File: src/core/cs_decode_pkg.sv
/*
 constants for the adapter chip-select decoder.
 assumes a single 250 MHz clock and synchronous bus inputs.
*/
package cs_decode_pkg;
   localparam int ADDR_W        = 24;   // decoder address inputs
   localparam int NUM_SEL       = 8;    // chip-select outputs
   localparam int OPT_W         = 32;   // option register bits seen by the decoder
   localparam int IO_ADDR_W     = 16;   // i/o-only decode width
   localparam int BASE_OPT_OUT  = 16;   // dedicated option output lines
   localparam int MAX_OPT_OUT   = 24;   // with selects used as option outputs
   localparam int CARD_EN_BIT   = 0;    // card enable, option reg 0102 bit 0
   localparam int CHCK_BIT      = 31;   // channel check, option reg 0105 bit 7 (byte 3)
   localparam int BLOCK_SHIFT   = 11;   // 2 Kbyte block granularity
   localparam int LOW_FIXED     = 3;    // a0-a2 always straight from the bus
   localparam logic [1:0] MODE_RESET = 2'h0;
   typedef enum logic [1:0] {
      MODE_SELECT,
      MODE_LATCH,
      MODE_OPTION,
      MODE_WIDTH
   } sel_mode_e;
endpackage

File: src/core/adapter_chip_select_decoder.sv
/*
 programmable chip-select decoder of an adapter bus interface.
 assumes bus address, command strobe and option bits are synchronous to clk;
 option register file lives outside and is presented as plain bits.
*/
// Function
// - latched-address select follows input, held by strobe
// - latched-address selects excluded from card feedback
// - selects may present option bits, 16 to 24
// - selects drive unlatched 32/16 width indications
// - each range enabled by chosen option bits
// - card enable and channel check gate range-decoded selects
// - strobe from range decode and command input
// - spare address inputs usable as general inputs
// - i/o-only mode decodes a0-a15 only
// - upper inputs give 2 Kbyte blocks
`timescale 1ns/1ps
module adapter_chip_select_decoder
   import cs_decode_pkg::*;
#(
   parameter int NSEL = cs_decode_pkg::NUM_SEL,
   parameter int AW   = cs_decode_pkg::ADDR_W,
   parameter int OW   = cs_decode_pkg::OPT_W
) (
   // clock and reset
   input  wire logic                   clk,
   input  wire logic                   rstn,
   // bus side
   input  wire logic [AW-1:0]          busAddr,
   input  wire logic                   addr24_qualifier,
   input  wire logic                   address_latch_strobe_n,
   input  wire logic                   cmdStrobeN,
   // option bits
   input  wire logic [OW-1:0]          optBits,
   // per-select and global configuration
   input  wire logic [NSEL*2-1:0]      selMode,
   input  wire logic [NSEL*AW-1:0]     matchValue,
   input  wire logic [NSEL*AW-1:0]     matchMask,
   input  wire logic [NSEL*OW-1:0]     enableMask,
   input  wire logic [NSEL*OW-1:0]     enablePolarity,
   input  wire logic [NSEL-1:0]        feedbackInclude,
   input  wire logic [NSEL-1:0]        cmdQualify,
   input  wire logic [NSEL-1:0]        width32Sel,
   input  wire logic [NSEL*5-1:0]      latchBitSel,
   input  wire logic [NSEL*5-1:0]      optBitSel,
   input  wire logic                   ioOnly,
   input  wire logic                   gateCardEnable,
   input  wire logic                   gateChannelCheck,
   input  wire logic [NSEL-1:0]        spareUseMask,
   // outputs
   output      logic [NSEL-1:0]        select_out_n,
   output      logic                   card_selected_feedback_n,
   output      logic                   width32_indicate_n,
   output      logic                   width16_indicate_n,
   output      logic [AW-1:0]          spareInputs
);
   logic [AW-1:0]   decAddr;
   logic [NSEL-1:0] hit;
   logic [NSEL-1:0] selNext;
   logic [NSEL-1:0] latchHeld;
   logic [NSEL-1:0] fbTerm;
   logic [NSEL-1:0] w32Term;
   logic [NSEL-1:0] w16Term;
   logic            globalOk;
   logic [NSEL-1:0] selReg;

   // i/o-only decode ignores the upper address inputs
   always_comb begin
      decAddr = busAddr;
      if (ioOnly) begin
         decAddr[AW-1:IO_ADDR_W] = '0;
      end
   end

   // card disabled or channel check pending blocks range-decoded selects and width indications; latch and option selects unaffected
   assign globalOk = (!gateCardEnable || optBits[CARD_EN_BIT]) &&
                     (!gateChannelCheck || !optBits[CHCK_BIT]);

   // spare inputs pass straight through for board decode in i/o-only mode or without addr24_qualifier, else zero
   assign spareInputs = (ioOnly || !addr24_qualifier) ? busAddr : '0;

   genvar g;
   generate
      for (g = 0; g < NSEL; g++) begin : g_sel
         logic [1:0] mode;
         logic       rawHit;
         assign mode = selMode[g*2 +: 2];
         range_match #(
            .AW(AW),
            .OW(OW)
         ) u_match (
            .addr           (decAddr),
            .matchValue     (matchValue[g*AW +: AW]),
            .matchMask      (matchMask[g*AW +: AW]),
            .optBits        (optBits),
            .enableMask     (enableMask[g*OW +: OW]),
            .enablePolarity (enablePolarity[g*OW +: OW]),
            .hit            (rawHit)
         );
         // option-bit enable per range
         assign hit[g] = rawHit && globalOk && (!cmdQualify[g] || !cmdStrobeN);

         // latched address: low while chosen input low, held by strobe
         always_ff @(posedge clk) begin
            if (!rstn) begin
               latchHeld[g] <= 1'b1;
            end else if (!address_latch_strobe_n) begin
               latchHeld[g] <= busAddr[latchBitSel[g*5 +: 5]];
            end
         end

         always_comb begin
            selNext[g] = 1'b1;
            w32Term[g] = 1'b0;
            w16Term[g] = 1'b0;
            fbTerm[g]  = 1'b0;
            unique case (sel_mode_e'(mode))
               MODE_SELECT: begin
                  selNext[g] = !hit[g];
                  fbTerm[g]  = hit[g] && feedbackInclude[g];
               end
               MODE_LATCH: begin
                  selNext[g] = latchHeld[g];
               end
               MODE_OPTION: begin
                  selNext[g] = optBits[optBitSel[g*5 +: 5]];
               end
               MODE_WIDTH: begin
                  w32Term[g] = rawHit && globalOk && width32Sel[g];
                  w16Term[g] = rawHit && globalOk && !width32Sel[g];
                  selNext[g] = !(rawHit && globalOk);
               end
            endcase
         end
      end
   endgenerate

   // select outputs registered, inactive after reset
   always_ff @(posedge clk) begin
      if (!rstn) begin
         selReg <= '1;
      end else begin
         selReg <= selNext;
      end
   end

   assign select_out_n = selReg;
   // width indications are unlatched decodes
   assign width32_indicate_n       = !(|w32Term);
   assign width16_indicate_n       = !(|w16Term);
   // feedback only from plain selects marked for inclusion
   assign card_selected_feedback_n = !(|fbTerm);

   a_sel_idle: assert property (@(posedge clk) disable iff (!rstn)
      (selNext == '1) |=> (select_out_n == '1))
      else $error("select active with no decode");
   a_gate_card: assert property (@(posedge clk) disable iff (!rstn)
      (gateCardEnable && !optBits[CARD_EN_BIT]) |-> card_selected_feedback_n && width32_indicate_n)
      else $error("decode active while card disabled");
   a_gate_chck: assert property (@(posedge clk) disable iff (!rstn)
      (gateChannelCheck && optBits[CHCK_BIT]) |-> card_selected_feedback_n && width16_indicate_n)
      else $error("decode active during channel check");
   a_latch_hold: assert property (@(posedge clk) disable iff (!rstn)
      address_latch_strobe_n |=> $stable(latchHeld))
      else $error("latched address moved without strobe");
   a_latch_take: assert property (@(posedge clk) disable iff (!rstn)
      (!address_latch_strobe_n && !busAddr[latchBitSel[4:0]]) |=> !latchHeld[0])
      else $error("latched address not captured low");
   a_fb_exclude: assert property (@(posedge clk) disable iff (!rstn)
      (selMode == {NSEL{2'(MODE_LATCH)}}) |-> card_selected_feedback_n)
      else $error("latched select reached feedback");
   a_opt_out: assert property (@(posedge clk) disable iff (!rstn)
      (selMode[1:0] == 2'(MODE_OPTION)) |=> (select_out_n[0] == $past(optBits[optBitSel[4:0]])))
      else $error("option output mismatch");
   a_cmd_qual: assert property (@(posedge clk) disable iff (!rstn)
      (cmdQualify[0] && cmdStrobeN && selMode[1:0] == 2'(MODE_SELECT)) |=> select_out_n[0])
      else $error("strobe select without command");
   a_io_only: assert property (@(posedge clk) disable iff (!rstn)
      ioOnly |-> (decAddr[AW-1:IO_ADDR_W] == '0))
      else $error("upper address used in i/o-only mode");

   c_sel_hit: cover property (@(posedge clk) disable iff (!rstn) select_out_n[0] == 1'b0);
   c_w32: cover property (@(posedge clk) disable iff (!rstn) !width32_indicate_n);
   c_w16: cover property (@(posedge clk) disable iff (!rstn) !width16_indicate_n);
   c_fb: cover property (@(posedge clk) disable iff (!rstn) !card_selected_feedback_n);
endmodule

File: src/core/range_match.sv
/*
 one address range comparator with option-bit enable.
 assumes mask/value configuration is static during a bus cycle.
*/
`timescale 1ns/1ps
module range_match #(
   parameter int AW = 24,
   parameter int OW = 32
) (
   // address
   input  wire logic [AW-1:0] addr,
   // configuration
   input  wire logic [AW-1:0] matchValue,
   input  wire logic [AW-1:0] matchMask,
   input  wire logic [OW-1:0] optBits,
   input  wire logic [OW-1:0] enableMask,
   input  wire logic [OW-1:0] enablePolarity,
   // result
   output      logic          hit
);
   logic addrHit;
   logic optOk;
   assign addrHit = ((addr ^ matchValue) & matchMask) == '0;
   // every option bit selected must equal its wanted level
   assign optOk   = ((optBits ^ enablePolarity) & enableMask) == '0;
   assign hit     = addrHit & optOk;
endmodule

File: config.mk
export PLATFORM = sky130hd
export DESIGN_NAME = adapter_chip_select_decoder
export DESIGN_NICKNAME = d
export VERILOG_FILES = /design/src/core/cs_decode_pkg.sv /design/src/core/adapter_chip_select_decoder.sv /design/src/core/range_match.sv
export SDC_FILE = /design/constraint.sdc
export NUM_CORES = 1
export LEC_CHECK = 0
export ABC_CLOCK_PERIOD_IN_PS = 3800
export CAP_MARGIN = 10
export CORE_AREA = 2 2 432 434
export CTS_BUF_LIST = sky130_fd_sc_hd__clkbuf_4 sky130_fd_sc_hd__clkbuf_8 sky130_fd_sc_hd__clkbuf_16
export DETAILED_ROUTE_END_ITERATION = 8
export DIE_AREA = 0 0 434 436
export DONT_BUFFER_PORTS = 1
export PLACE_DENSITY = 0.3
export SLEW_MARGIN = 20
export SYNTH_ARGS = -nofsm -noshare
export SYNTH_HDL_FRONTEND = slang
export SYNTH_HIERARCHICAL = 1
export SYNTH_SLANG_ARGS = --single-unit
File: constraint.sdc
create_clock -name clk -period 3.8 [get_ports clk]
set_clock_uncertainty 0.05 [all_clocks]
set_input_delay 0.19 -clock clk [delete_from_list [all_inputs] [get_ports clk]]
set_output_delay 0.19 -clock clk [all_outputs]
set_load 0.01 [all_outputs]
Word-level counts from Yosys, hierarchy flattened
Index checks and enable logic that the tools add are counted.

RAM bits: 0. Input port bits: 1088. Memories: 0. Bits in latches: 0. Output and inout bits: 35. Bits in read-only memories: 0. Logic and storage cells: 274. Register bits after elaboration: 16.

Mux-type cells: 66. Div/mod/pow operators: 0. $lt $le $gt $ge: 16. $add $sub $neg: 0. Reductions and logical operators: 119. Equality and inequality tests: 24. Shift-type cells: 0. Bitwise gates (word level): 40. $mul: 0.

Operator list (number): bitwise AND 32 bit (8); zero test 32 bit (8); XOR 32 bit (8); bitwise AND 24 bit (8); zero test 24 bit (8); XOR 24 bit (8); less-than comparator 5 x 6 -> 1 bit (second input constant) (16); binary-select mux 1 bit (select 5 bit) (16); logical AND 1 bit (41); zero test 1 bit (40); two-way mux 1 bit (40); equality test 2 bit (second input constant) (16); one-hot mux 1 bit (4 select lines) (8); two-way mux 24 bit (1); OR reduction 8 bit (3); equality test 2 x 1 -> 1 bit (second input constant) (8); zero test 2 bit (8); logical OR 1 bit (11); bitwise AND 1 bit (8); two-way mux 8 bit (1).

Logic depth before layout (Yosys ltp)
Gate-level depths: netlist (run 1).

Word-level depth: 11. Mapped depth: 10.

Modules after synthesis
Netlist (run 1), hierarchy kept.

Modules (own cells, without submodules): range_match (cells each 93, instances 8, area each 764.5 um^2); adapter_chip_select_decoder (cells each 483, instances 1, area each 5104.9 um^2).

Worst setup path after synthesis (run 1)
OpenSTA, ideal clock, no wires.

Path type: input port to output port. Start: in busAddr[16]. End: out card_selected_feedback_n. Path slack: 0.726 ns. Cell stages on the path: 9. Required time: 3.560 ns. Arrival time: 2.834 ns. Path through: nor2b_1 > xor2_1 > a22oi_1 > nand4_1 > or4_1 > nor4_2 > nand3_1 > or4b_1 > and4_1.

Longest elaborated chain between the ends: 11.

Ends and longest elaborated chain: start: declaration (RTL line adapter_chip_select_decoder.sv:29) `input wire logic [AW-1:0] busAddr,`; two-way mux 8 bit (RTL line adapter_chip_select_decoder.sv:70) `if (ioOnly) begin`; XOR 24 bit (RTL line range_match.sv:23) `assign addrHit = ((addr ^ matchValue) & matchMask) == '0;`; bitwise AND 24 bit (RTL line range_match.sv:23); zero test 24 bit (RTL line range_match.sv:23); bitwise AND 1 bit (RTL line range_match.sv:26) `assign hit = addrHit & optOk;`; named net g_sel[2].rawHit (RTL line adapter_chip_select_decoder.sv:86) `logic rawHit;`; logical AND 1 bit (2 in a row) (RTL line adapter_chip_select_decoder.sv:101) `assign hit[g] = rawHit && globalOk && (!cmdQualify[g] || !cmdStrobeN);`; logical AND 1 bit (RTL line adapter_chip_select_decoder.sv:120) `fbTerm[g] = hit[g] && feedbackInclude[g];`; two-way mux 1 bit (RTL line adapter_chip_select_decoder.sv:117) `unique case (sel_mode_e'(mode))`; OR reduction 8 bit (RTL line adapter_chip_select_decoder.sv:152) `assign card_selected_feedback_n = !(|fbTerm);`; zero test 1 bit (RTL line adapter_chip_select_decoder.sv:152); end: declaration (RTL line adapter_chip_select_decoder.sv:52) `output logic card_selected_feedback_n,`.

The timed path passes the listed nets, and every way through them passes these cells.

Final worst setup path (run 1)
Start: in busAddr[17]. End: out card_selected_feedback_n.

Longest elaborated chain between the ends: 11.

Ends and longest elaborated chain (RTL line): two-way mux 8 bit (adapter_chip_select_decoder.sv:70); XOR 24 bit (range_match.sv:23); bitwise AND 24 bit (range_match.sv:23); zero test 24 bit (range_match.sv:23); bitwise AND 1 bit (range_match.sv:26); named net g_sel[7].rawHit (adapter_chip_select_decoder.sv:86); logical AND 1 bit (2 in a row) (adapter_chip_select_decoder.sv:101); logical AND 1 bit (adapter_chip_select_decoder.sv:120); two-way mux 1 bit (adapter_chip_select_decoder.sv:117); OR reduction 8 bit (adapter_chip_select_decoder.sv:152); zero test 1 bit (adapter_chip_select_decoder.sv:152).

The timed path passes the listed nets, and every way through them passes these cells.

==> qor.csv, run 1 <==
stage,metric,value,unit
cells_and_area,nets,2330,
detailed_routing,avgViaCountPerCell,3.33,
cells_and_area,fin_area,14600,µm²
logic_synthesis,synthMuxAreaShare,27.7,%
global_route,grt_max_degree,25,
sta,period_minus_slack,3.63,ns
logic_synthesis,synth-compound-area-share,19.8,%
logic_synthesis,yosys_register_bits,16,
setup_path,crit_path_max_incr_delay,0.59,ns
detailed_routing,drtPass1Iterations,5,
sta,setup_slack,0.174,ns
detailed_routing,drc,0,
sta,worst_slew_pin_slew,0.926,ns
setup_path,path_common_cell,buf_4,
run_status,status,finished clean,
logic_synthesis,syn-num-nets,2315,
die,die_h,436,µm
global_route,grt_overflow,0,
clock_tree,htree_levels,1,
setup_path,required,3.56,ns
sta,finalSetupViolCount,0,
setup_path,worstPathMaxFanout,10,
logic_synthesis,netlist_area,11200,µm²
logic_synthesis,synthAdderAreaFrac,0,%
cells_and_area,final_layout_size_suffix_gt1_share,13.4,%
logic_synthesis,ys.flop_type,dfxtp_1,
place,dp_hpwl,114,mm
setup_path,cpMaxStageDelayCell,or4_4,
run,cap_violations,0,
power,worst_ir_drop_vdd,0.0000945,V
clock_tree,clkSlewWorstSetupHoldPaths,0.06,ns
die,num_io_pins,1123,
sta,hold_viol,0,
sta,fin_tns_setup,0,ns
die,rows,158,
sta,finalCritPeriodShare,95.4,%
clock_tree,cts_tree,built,
hold_path,holdCritPathClass,in -> reg,
die,die_w,434,µm
setup_path,start_kind,input pin,
cells_and_area,utilization,7.93,%
sta,relSlewSlack,38.3,%
clock_tree,cts_made_buffers,3,
logic_synthesis,synthSimpleGateAreaFrac,11.8,%
logic_synthesis,synth_edf_count,0,
logic_synthesis,ys_warn_count,6,
sta,slew_viol_final,0,
power,power,1.81,mW
detailed_routing,ant_nets,0,
detailed_routing,routed-via-count,12400,
clock_tree,clk_path_buf_depth,2,
global_route,antenna_found_initial,63,
global_route,grt_usage,13.0,%
place,placed_area,14400,µm²
power,leakage,4.63,nW
logic_synthesis,synth.distinct_cells,49,
global_route,grt_pass1_vias,12300,
power,power_density,124,nW/µm²
place,port_buffers,0,
die,core-area,185000,µm²
setup_path,cp_cell_sequence,nor2b_4 -> buf_12 -> buf_4 -> xor2_1 -> a22oi_1 -> nand4_1 -> or4_4 -> nor4_2 -> buf_4 -> nand2_1 -> a2111oi_0 -> o41ai_1 -> and4_1,
die,initial_utilization,6.08,%
detailed_routing,drt_iter0_markers,1062,
logic_synthesis,synth_cells,1227,
setup_path,regToRegSetupSlack,2.62,ns
sta,rsz0062_at_grt,false,
clock_tree,clock-sinks,16,
die,die_area,189000,µm²
cells_and_area,instances_no_fill,3743,
setup_path,critPathKind,in -> out,
sta,fmax,276,MHz
setup_path,critPathCaptureType,output pin,
clock_tree,cts-root-buf,clkbuf_16,
logic_synthesis,synth_xor_area_share,35.0,%
sta,hold_slack,0.0116,ns
clock_tree,clk_latency,0.28,ns
logic_synthesis,async_flop_share,0,%
detailed_routing,wl_per_cell,34.9,µm
cells_and_area,syn2layout_area_growth,30.5,%
logic_synthesis,yosysSeqAreaShare,2.85,%
logic_synthesis,syn-mean-instance-area,9.14,µm²
setup_path,arrival,3.39,ns
global_route,grt_pass1_wl,155,mm
place,dp_slack,-0.461,ns
logic_synthesis,synth_top_family_by_area,XOR/XNOR gates,
place,gp_congestion,0.998,
place,dp_cells,3713,
detailed_routing,wl,130,mm
==> synth_stat cells, types with 6 or more instances <==
master	count	area [µm²]
o211ai_1	11	82.6
mux2i_1	62	621
nand2b_1	6	37.5
buf_2	18	90.1
nor3b_1	11	82.6
nand3_1	7	35.0
clkbuf_1	6	22.5
nor2_1	20	75.1
or4_1	8	60.1
and2_1	25	156
a32oi_1	6	52.6
xor2_1	448	3920
a22oi_1	224	1680
o22ai_1	7	43.8
a31oi_1	9	56.3
inv_1	31	116
nand4_1	63	394
nor4_2	8	100
mux4_1	6	158
nor3_1	7	35.0
nand2_1	37	139
o21ai_0	8	40.0
mux4_2	100	2250
mux2_2	7	78.8
a21oi_1	16	80.1
nor2b_1	12	75.1
dfxtp_1	16	320
==> report_power, final <==
group	internal [mW]	total, mW	switching, mW	leakage [nW]
registers	0.181	0.202	0.0212	0.133
logic	0.657	1.37	0.709	4.46
clock network	0.140	0.240	0.100	0.0371
total	0.978	1.81	0.831	4.63
==> kinds of logic after synthesis <==
family,count (synthesis)
xor gates and xnor gates,448
AOI/OAI and AO/OA,302
and+or+nand+nor,222
muxes,175
buffers and inverters,64
DFF,16
==> what timing repair did <==
action                                  4_1_cts  5_1_grt
hold endpoints to repair                      9        0
endpoints found under the setup margin        3        1
hold buffers                                  2        0
buffers inserted                              2        0
gates resized for setup                       3        2
==> worst paths after layout <==
check / from / to / depth (start not counted)
min reg2reg: latchHeld[1]$_SDFFE_PN1N_ / latchHeld[1]$_SDFFE_PN1N_ / 2
max reg2reg: latchHeld[3]$_SDFFE_PN1N_ / select_out_n[3]$_SDFF_PN1_ / 4
max: busAddr[17] / card_selected_feedback_n / 13
min: selMode[3] / select_out_n[1]$_SDFF_PN1_ / 2
==> cells in the final DEF (no fill, tap or decap), types with 4 or more instances in the layout <==
master | Yosys | layout
and4_1 | 4 | 4
a311oi_1 | 4 | 4
nor3b_1 | 11 | 11
nand3b_1 | 4 | 4
o21ai_0 | 8 | 8
nand2b_1 | 6 | 6
nor2b_4 | 0 | 4
and2_1 | 25 | 25
a21oi_1 | 16 | 16
nand4_1 | 63 | 63
a22oi_1 | 224 | 223
xor2_1 | 448 | 448
nor2_1 | 20 | 20
dfxtp_1 | 16 | 16
buf_4 | 2 | 40
nor3_1 | 7 | 7
nor2b_1 | 12 | 7
a31oi_1 | 9 | 9
diode_2 | 0 | 23
nor4_2 | 8 | 7
o211ai_1 | 11 | 11
nor4_1 | 5 | 5
nand3_1 | 7 | 7
mux2i_1 | 62 | 62
mux4_1 | 6 | 6
nand2_1 | 37 | 37
mux4_2 | 100 | 100
a32oi_1 | 6 | 6
o22ai_1 | 7 | 7
mux2_2 | 7 | 7
or4_1 | 8 | 7
inv_1 | 31 | 31
==> registers in the layout, indices dropped and copies added, names as in the netlist <==
register      flops
latchHeld         8
select_out_n      8
==> layer usage <==
layer	global-route usage (%)	vias up	wire, µm
li1	-	4887	-
met1	13.0	6340	43900
met2	24.6	963	69800
met3	4.37	219	11300
met4	4.77	40	5220
met5	0	-	262
==> layout make-up <==
| type | instances | area, µm² |
|---|---|---|
| Multi-Input combinational cell | 1147 | 10600 |
| Tap cell | 2480 | 3100 |
| Sequential cell | 16 | 320 |
| Clock buffer | 3 | 75.1 |
| Inverter | 31 | 116 |
| Fill cell | 21700 | 170000 |
| Antenna cell | 23 | 57.6 |
| Timing Repair Buffer | 43 | 340 |
==> worst max-delay path: cells and delay by family <==
family	cells	cell delay, ns
simple gates	6	1.73
buf+inv	3	0.58
compound gates	3	0.73
xor+xnor	1	0.13
Power figures use the tool's default switching activity.
==> inputs of run 2 (changes only) <==
--- a/config.mk
+++ b/config.mk
@@ -5,12 +5,13 @@
 export SDC_FILE = /design/constraint.sdc
 export NUM_CORES = 1
 export LEC_CHECK = 0
+export ABC_AREA = 1
 export ABC_CLOCK_PERIOD_IN_PS = 3800
 export CAP_MARGIN = 10
-export CORE_AREA = 2 2 432 434
+export CORE_AREA = 2 2 443 445
 export CTS_BUF_LIST = sky130_fd_sc_hd__clkbuf_4 sky130_fd_sc_hd__clkbuf_8 sky130_fd_sc_hd__clkbuf_16
 export DETAILED_ROUTE_END_ITERATION = 8
-export DIE_AREA = 0 0 434 436
+export DIE_AREA = 0 0 445 447
 export DONT_BUFFER_PORTS = 1
 export PLACE_DENSITY = 0.3
 export SLEW_MARGIN = 20
==> qor.csv, run 2 <==
stage,metric,value,unit,change
logic_synthesis,netlist_area,15900,µm²,was 11200 µm²
sta,fmax,309,MHz,was 276 MHz
hold_path,min-delay-start,address_latch_strobe_n,,was selMode[3]
global_route,grt_pass1_wl,191,mm,was 155 mm
die,die_area,199000,µm²,was 189000 µm²
logic_synthesis,synthSimpleGateAreaFrac,70.5,%,was 11.8%
global_route,antenna_found_initial,53,,was 63
sta,relSlewSlack,29.7,%,was 38.3%
clock_tree,cts_tree,built,,unchanged
logic_synthesis,synth_edf_count,0,,unchanged
cells_and_area,nets,4761,,was 2330
power,netSwitchingFraction,53.5,%,was 45.9%
clock_tree,clk_path_buf_depth,2,,unchanged
detailed_routing,drtPass1Iterations,5,,unchanged
setup_path,reg2reg_to,select_out_n[6]$_SDFF_PN1_,,was select_out_n[3]$_SDFF_PN1_
setup_path,arrival,3.00,ns,was 3.39 ns
clock_tree,clock-sinks,16,,unchanged
die,die_w,445,µm,was 434 µm
power,p_sw,1.04,mW,was 0.831 mW
logic_synthesis,synth_top_family_by_area,simple AND/OR/NAND/NOR gates,,was XOR/XNOR gates
place,dp_slack,0.435,ns,was -0.461 ns
logic_synthesis,netlist_top_cells_count,"nand2_1 (1526), inv_1 (676), nand3_1 (566)",,"was xor2_1 (448), a22oi_1 (224), mux4_2 (100)"
die,rows,162,,was 158
logic_synthesis,synth-compound-area-share,7.39,%,was 19.8%
sta,finalCritPeriodShare,85.2,%,was 95.4%
global_route,grt_pass1_vias,20200,,was 12300
clock_tree,htree_levels,1,,unchanged
logic_synthesis,yosys_register_bits,16,,unchanged
setup_path,worstPathMaxFanout,16,,was 10
setup_path,regToRegSetupSlack,3.02,ns,was 2.62 ns
power,worst_ir_drop_vdd,0.000133,V,was 0.0000945 V
power,combPwrFrac,75.8,%,was 75.5%
detailed_routing,avgViaCountPerCell,3.63,,was 3.33
setup_path,critPathKind,in -> out,,unchanged
sta,worst_slew_pin_slew,1.05,ns,was 0.926 ns
die,die_h,447,µm,was 436 µm
sta,setup_slack,0.563,ns,was 0.174 ns
detailed_routing,met2_length,75.9,mm,was 69.8 mm
clock_tree,cts_resized,0,,was 3
clock_tree,clk_latency,0.26,ns,was 0.28 ns
logic_synthesis,synth.area.top_cells,"nand2_1 (36%), nand3_1 (18%), inv_1 (16%)",,"was xor2_1 (35%), mux4_2 (20%), a22oi_1 (15%)"
setup_path,critPathCaptureType,output pin,,unchanged
cells_and_area,syn2layout_area_growth,19.2,%,was 30.5%
power,power_frac_clock,13.5,%,was 13.3%
logic_synthesis,yosysTopAreaCell,nand2_1,,was xor2_1
detailed_routing,wl_met1,54.6,mm,was 43.9 mm
sta,finalSetupViolCount,0,,unchanged
clock_tree,clkSlewWorstSetupHoldPaths,0.07,ns,was 0.06 ns
logic_synthesis,synthMuxAreaShare,0,%,was 27.7%
sta,slew_viol_final,0,,unchanged
run,cap_violations,0,,unchanged
clock_tree,cts_hold_buf,1,,was 2
place,gp_congestion,1.02,,was 0.998
place,placed_area,18800,µm²,was 14400 µm²
logic_synthesis,synth_cells,3728,,was 1227
global_route,grt_overflow,0,,unchanged
detailed_routing,drc,0,,unchanged
place,port_buffers,0,,unchanged
setup_path,required,3.56,ns,about the same
hold_path,holdPathEnd,latchHeld[5]$_SDFFE_PN1N_,,was select_out_n[1]$_SDFF_PN1_
hold_path,hold_path_depth,2,,unchanged
logic_synthesis,yosysSeqAreaShare,2.02,%,was 2.85%
logic_synthesis,syn-mean-instance-area,4.26,µm²,was 9.14 µm²
die,initial_utilization,8.18,%,was 6.08%
logic_synthesis,synth.distinct_cells,32,,was 49
die,num_io_pins,1123,,unchanged
sta,rsz0062_at_grt,false,,unchanged
power,p_int,0.899,mW,was 0.978 mW
detailed_routing,wl,152,mm,was 130 mm
setup_path,start_kind,input pin,,unchanged
logic_synthesis,ys.flop_type,dfxtp_1,,unchanged
detailed_routing,ant_nets,0,,unchanged
logic_synthesis,syn-num-nets,4816,,was 2315
logic_synthesis,synth_xor_area_share,0,%,was 35.0%
global_route,grt_usage,14.4,%,was 13.0%
setup_path,rr_worst_depth,2,,was 4
setup_path,timing.rr.start,latchHeld[6]$_SDFFE_PN1N_,,was latchHeld[3]$_SDFFE_PN1N_
logic_synthesis,ys_warn_count,6,,unchanged
detailed_routing,routed-via-count,22700,,was 12400
place,dp_hpwl,135,mm,was 114 mm
cells_and_area,layout.cells.most_common_list,"nand2_1 (1526), inv_1 (676), nand3_1 (566)",,"was xor2_1 (448), a22oi_1 (223), mux4_2 (100)"
clock_tree,cts-root-buf,clkbuf_16,,unchanged
global_route,grt_max_degree,26,,was 25
detailed_routing,drt_iter0_markers,2080,,was 1062
cells_and_area,fin_area,18900,µm²,was 14600 µm²
power,power_density,102,nW/µm²,was 124 nW/µm²
detailed_routing,wl_per_cell,24.4,µm,was 34.9 µm
cells_and_area,final_layout_size_suffix_gt1_share,3.57,%,was 13.4%
logic_synthesis,synthAdderAreaFrac,0,%,unchanged
cells_and_area,final_common_cell,nand2_1,,was xor2_1
logic_synthesis,yosysMostFrequentCell,nand2_1,,was xor2_1
sta,fin_tns_setup,0,ns,unchanged
detailed_routing,dr_wl_met3,17.5,mm,was 11.3 mm
run_status,status,finished clean,,unchanged
power,seqPwrFrac,10.7,%,was 11.2%
logic_synthesis,async_flop_share,0,%,unchanged
sta,period_minus_slack,3.24,ns,was 3.63 ns
logic_synthesis,synth_top_area_share,36.1,%,was 35.0%
hold_path,holdCritPathClass,in -> reg,,unchanged
clock_tree,cts_setup_buffers,0,,was 2
sta,hold_slack,0.00248,ns,was 0.0116 ns
die,core-area,194000,µm²,was 185000 µm²
clock_tree,cts_made_buffers,3,,unchanged
power,leakage,10.4,nW,was 4.63 nW
cells_and_area,fillers,23300,,was 21700
sta,hold_viol,0,,unchanged
detailed_routing,top_layer,met5,,unchanged
## run 2: cell count changes in the layout (fill, tap and decap cells not counted), sizes merged, moves of 24 or more
cell   change
a21oi     +87
a22oi    -224
and2      -25
inv      +666
mux2i     -62
mux4     -106
nand2   +1518
nand3    +567
nand4     -32
nor2     +483
o21ai     +96
or2       +24
xor2     -448
## run 2: cell families after synthesis
logic type      count (synthesis)
compound gates                221
buf+inv                       794
flops                          16
simple gates                 2697
## run 2: worst max-delay path, stage by stage
cell      delay (ns)
clkinv_1        0.23
nor2_2          0.77
nand2_1         0.11
nand2_1         0.09
nor2_1          0.04
nor2_1          0.09
nand2_1         0.06
nor2_1          0.29
nand3_1         0.14
nor2_2          0.13
inv_1           0.06
nor2_1          0.24
nand2_1         0.09
o221ai_1        0.21
nor2_1          0.24
## run 2: how the worst max path moves through the flow
stage,to,start,slack (ns)
CTS,width32_indicate_n,busAddr[22],0.43
global route,width32_indicate_n,busAddr[22],0.32
finish,width16_indicate_n,busAddr[22],0.56
detailed placement,width32_indicate_n,busAddr[22],0.44
floorplan,width16_indicate_n,busAddr[19],1.41
global placement,width32_indicate_n,busAddr[22],0.45
## run 2: per-stage QoR
step	utilization (%)	cells	total power, mW
3_5_place_dp	9.66	6209	1.70
5_1_grt	9.73	6234	2.18
6_report	9.75	6247	1.93
4_1_cts	9.71	6214	1.97
3_3_place_gp	9.66	6209	1.69
2_1_floorplan	-	3728	1.38
## run 2: power groups by stage
stage	combinational, mW	clock [mW]	sequential, mW
6_report	1.47	0.260	0.208
5_1_grt	1.70	0.269	0.210
4_1_cts	1.50	0.260	0.207
3_5_place_dp	1.49	0	0.210
3_3_place_gp	1.48	0	0.211
2_1_floorplan	1.19	0	0.194
## run 2: cell type report
type / instances / area [µm²] / share of cell area, %
Tap cell: 2542 / 3180 / 16.8
Timing Repair Buffer: 30 / 228 / 1.20
Multi-Input combinational cell: 2918 / 12400 / 65.4
Inverter: 704 / 2650 / 14.0
Clock buffer: 4 / 88.8 / 0.469
Antenna cell: 33 / 82.6 / 0.436
Sequential cell: 16 / 320 / 1.69
## run 2: routing by layer
| layer | GRT usage, % | vias up |
|---|---|---|
| li1 | - | 11200 |
| met1 | 15.0 | 10200 |
| met2 | 25.8 | 1111 |
| met3 | 6.59 | 171 |
| met4 | 4.15 | 36 |
| met5 | 0 | - |
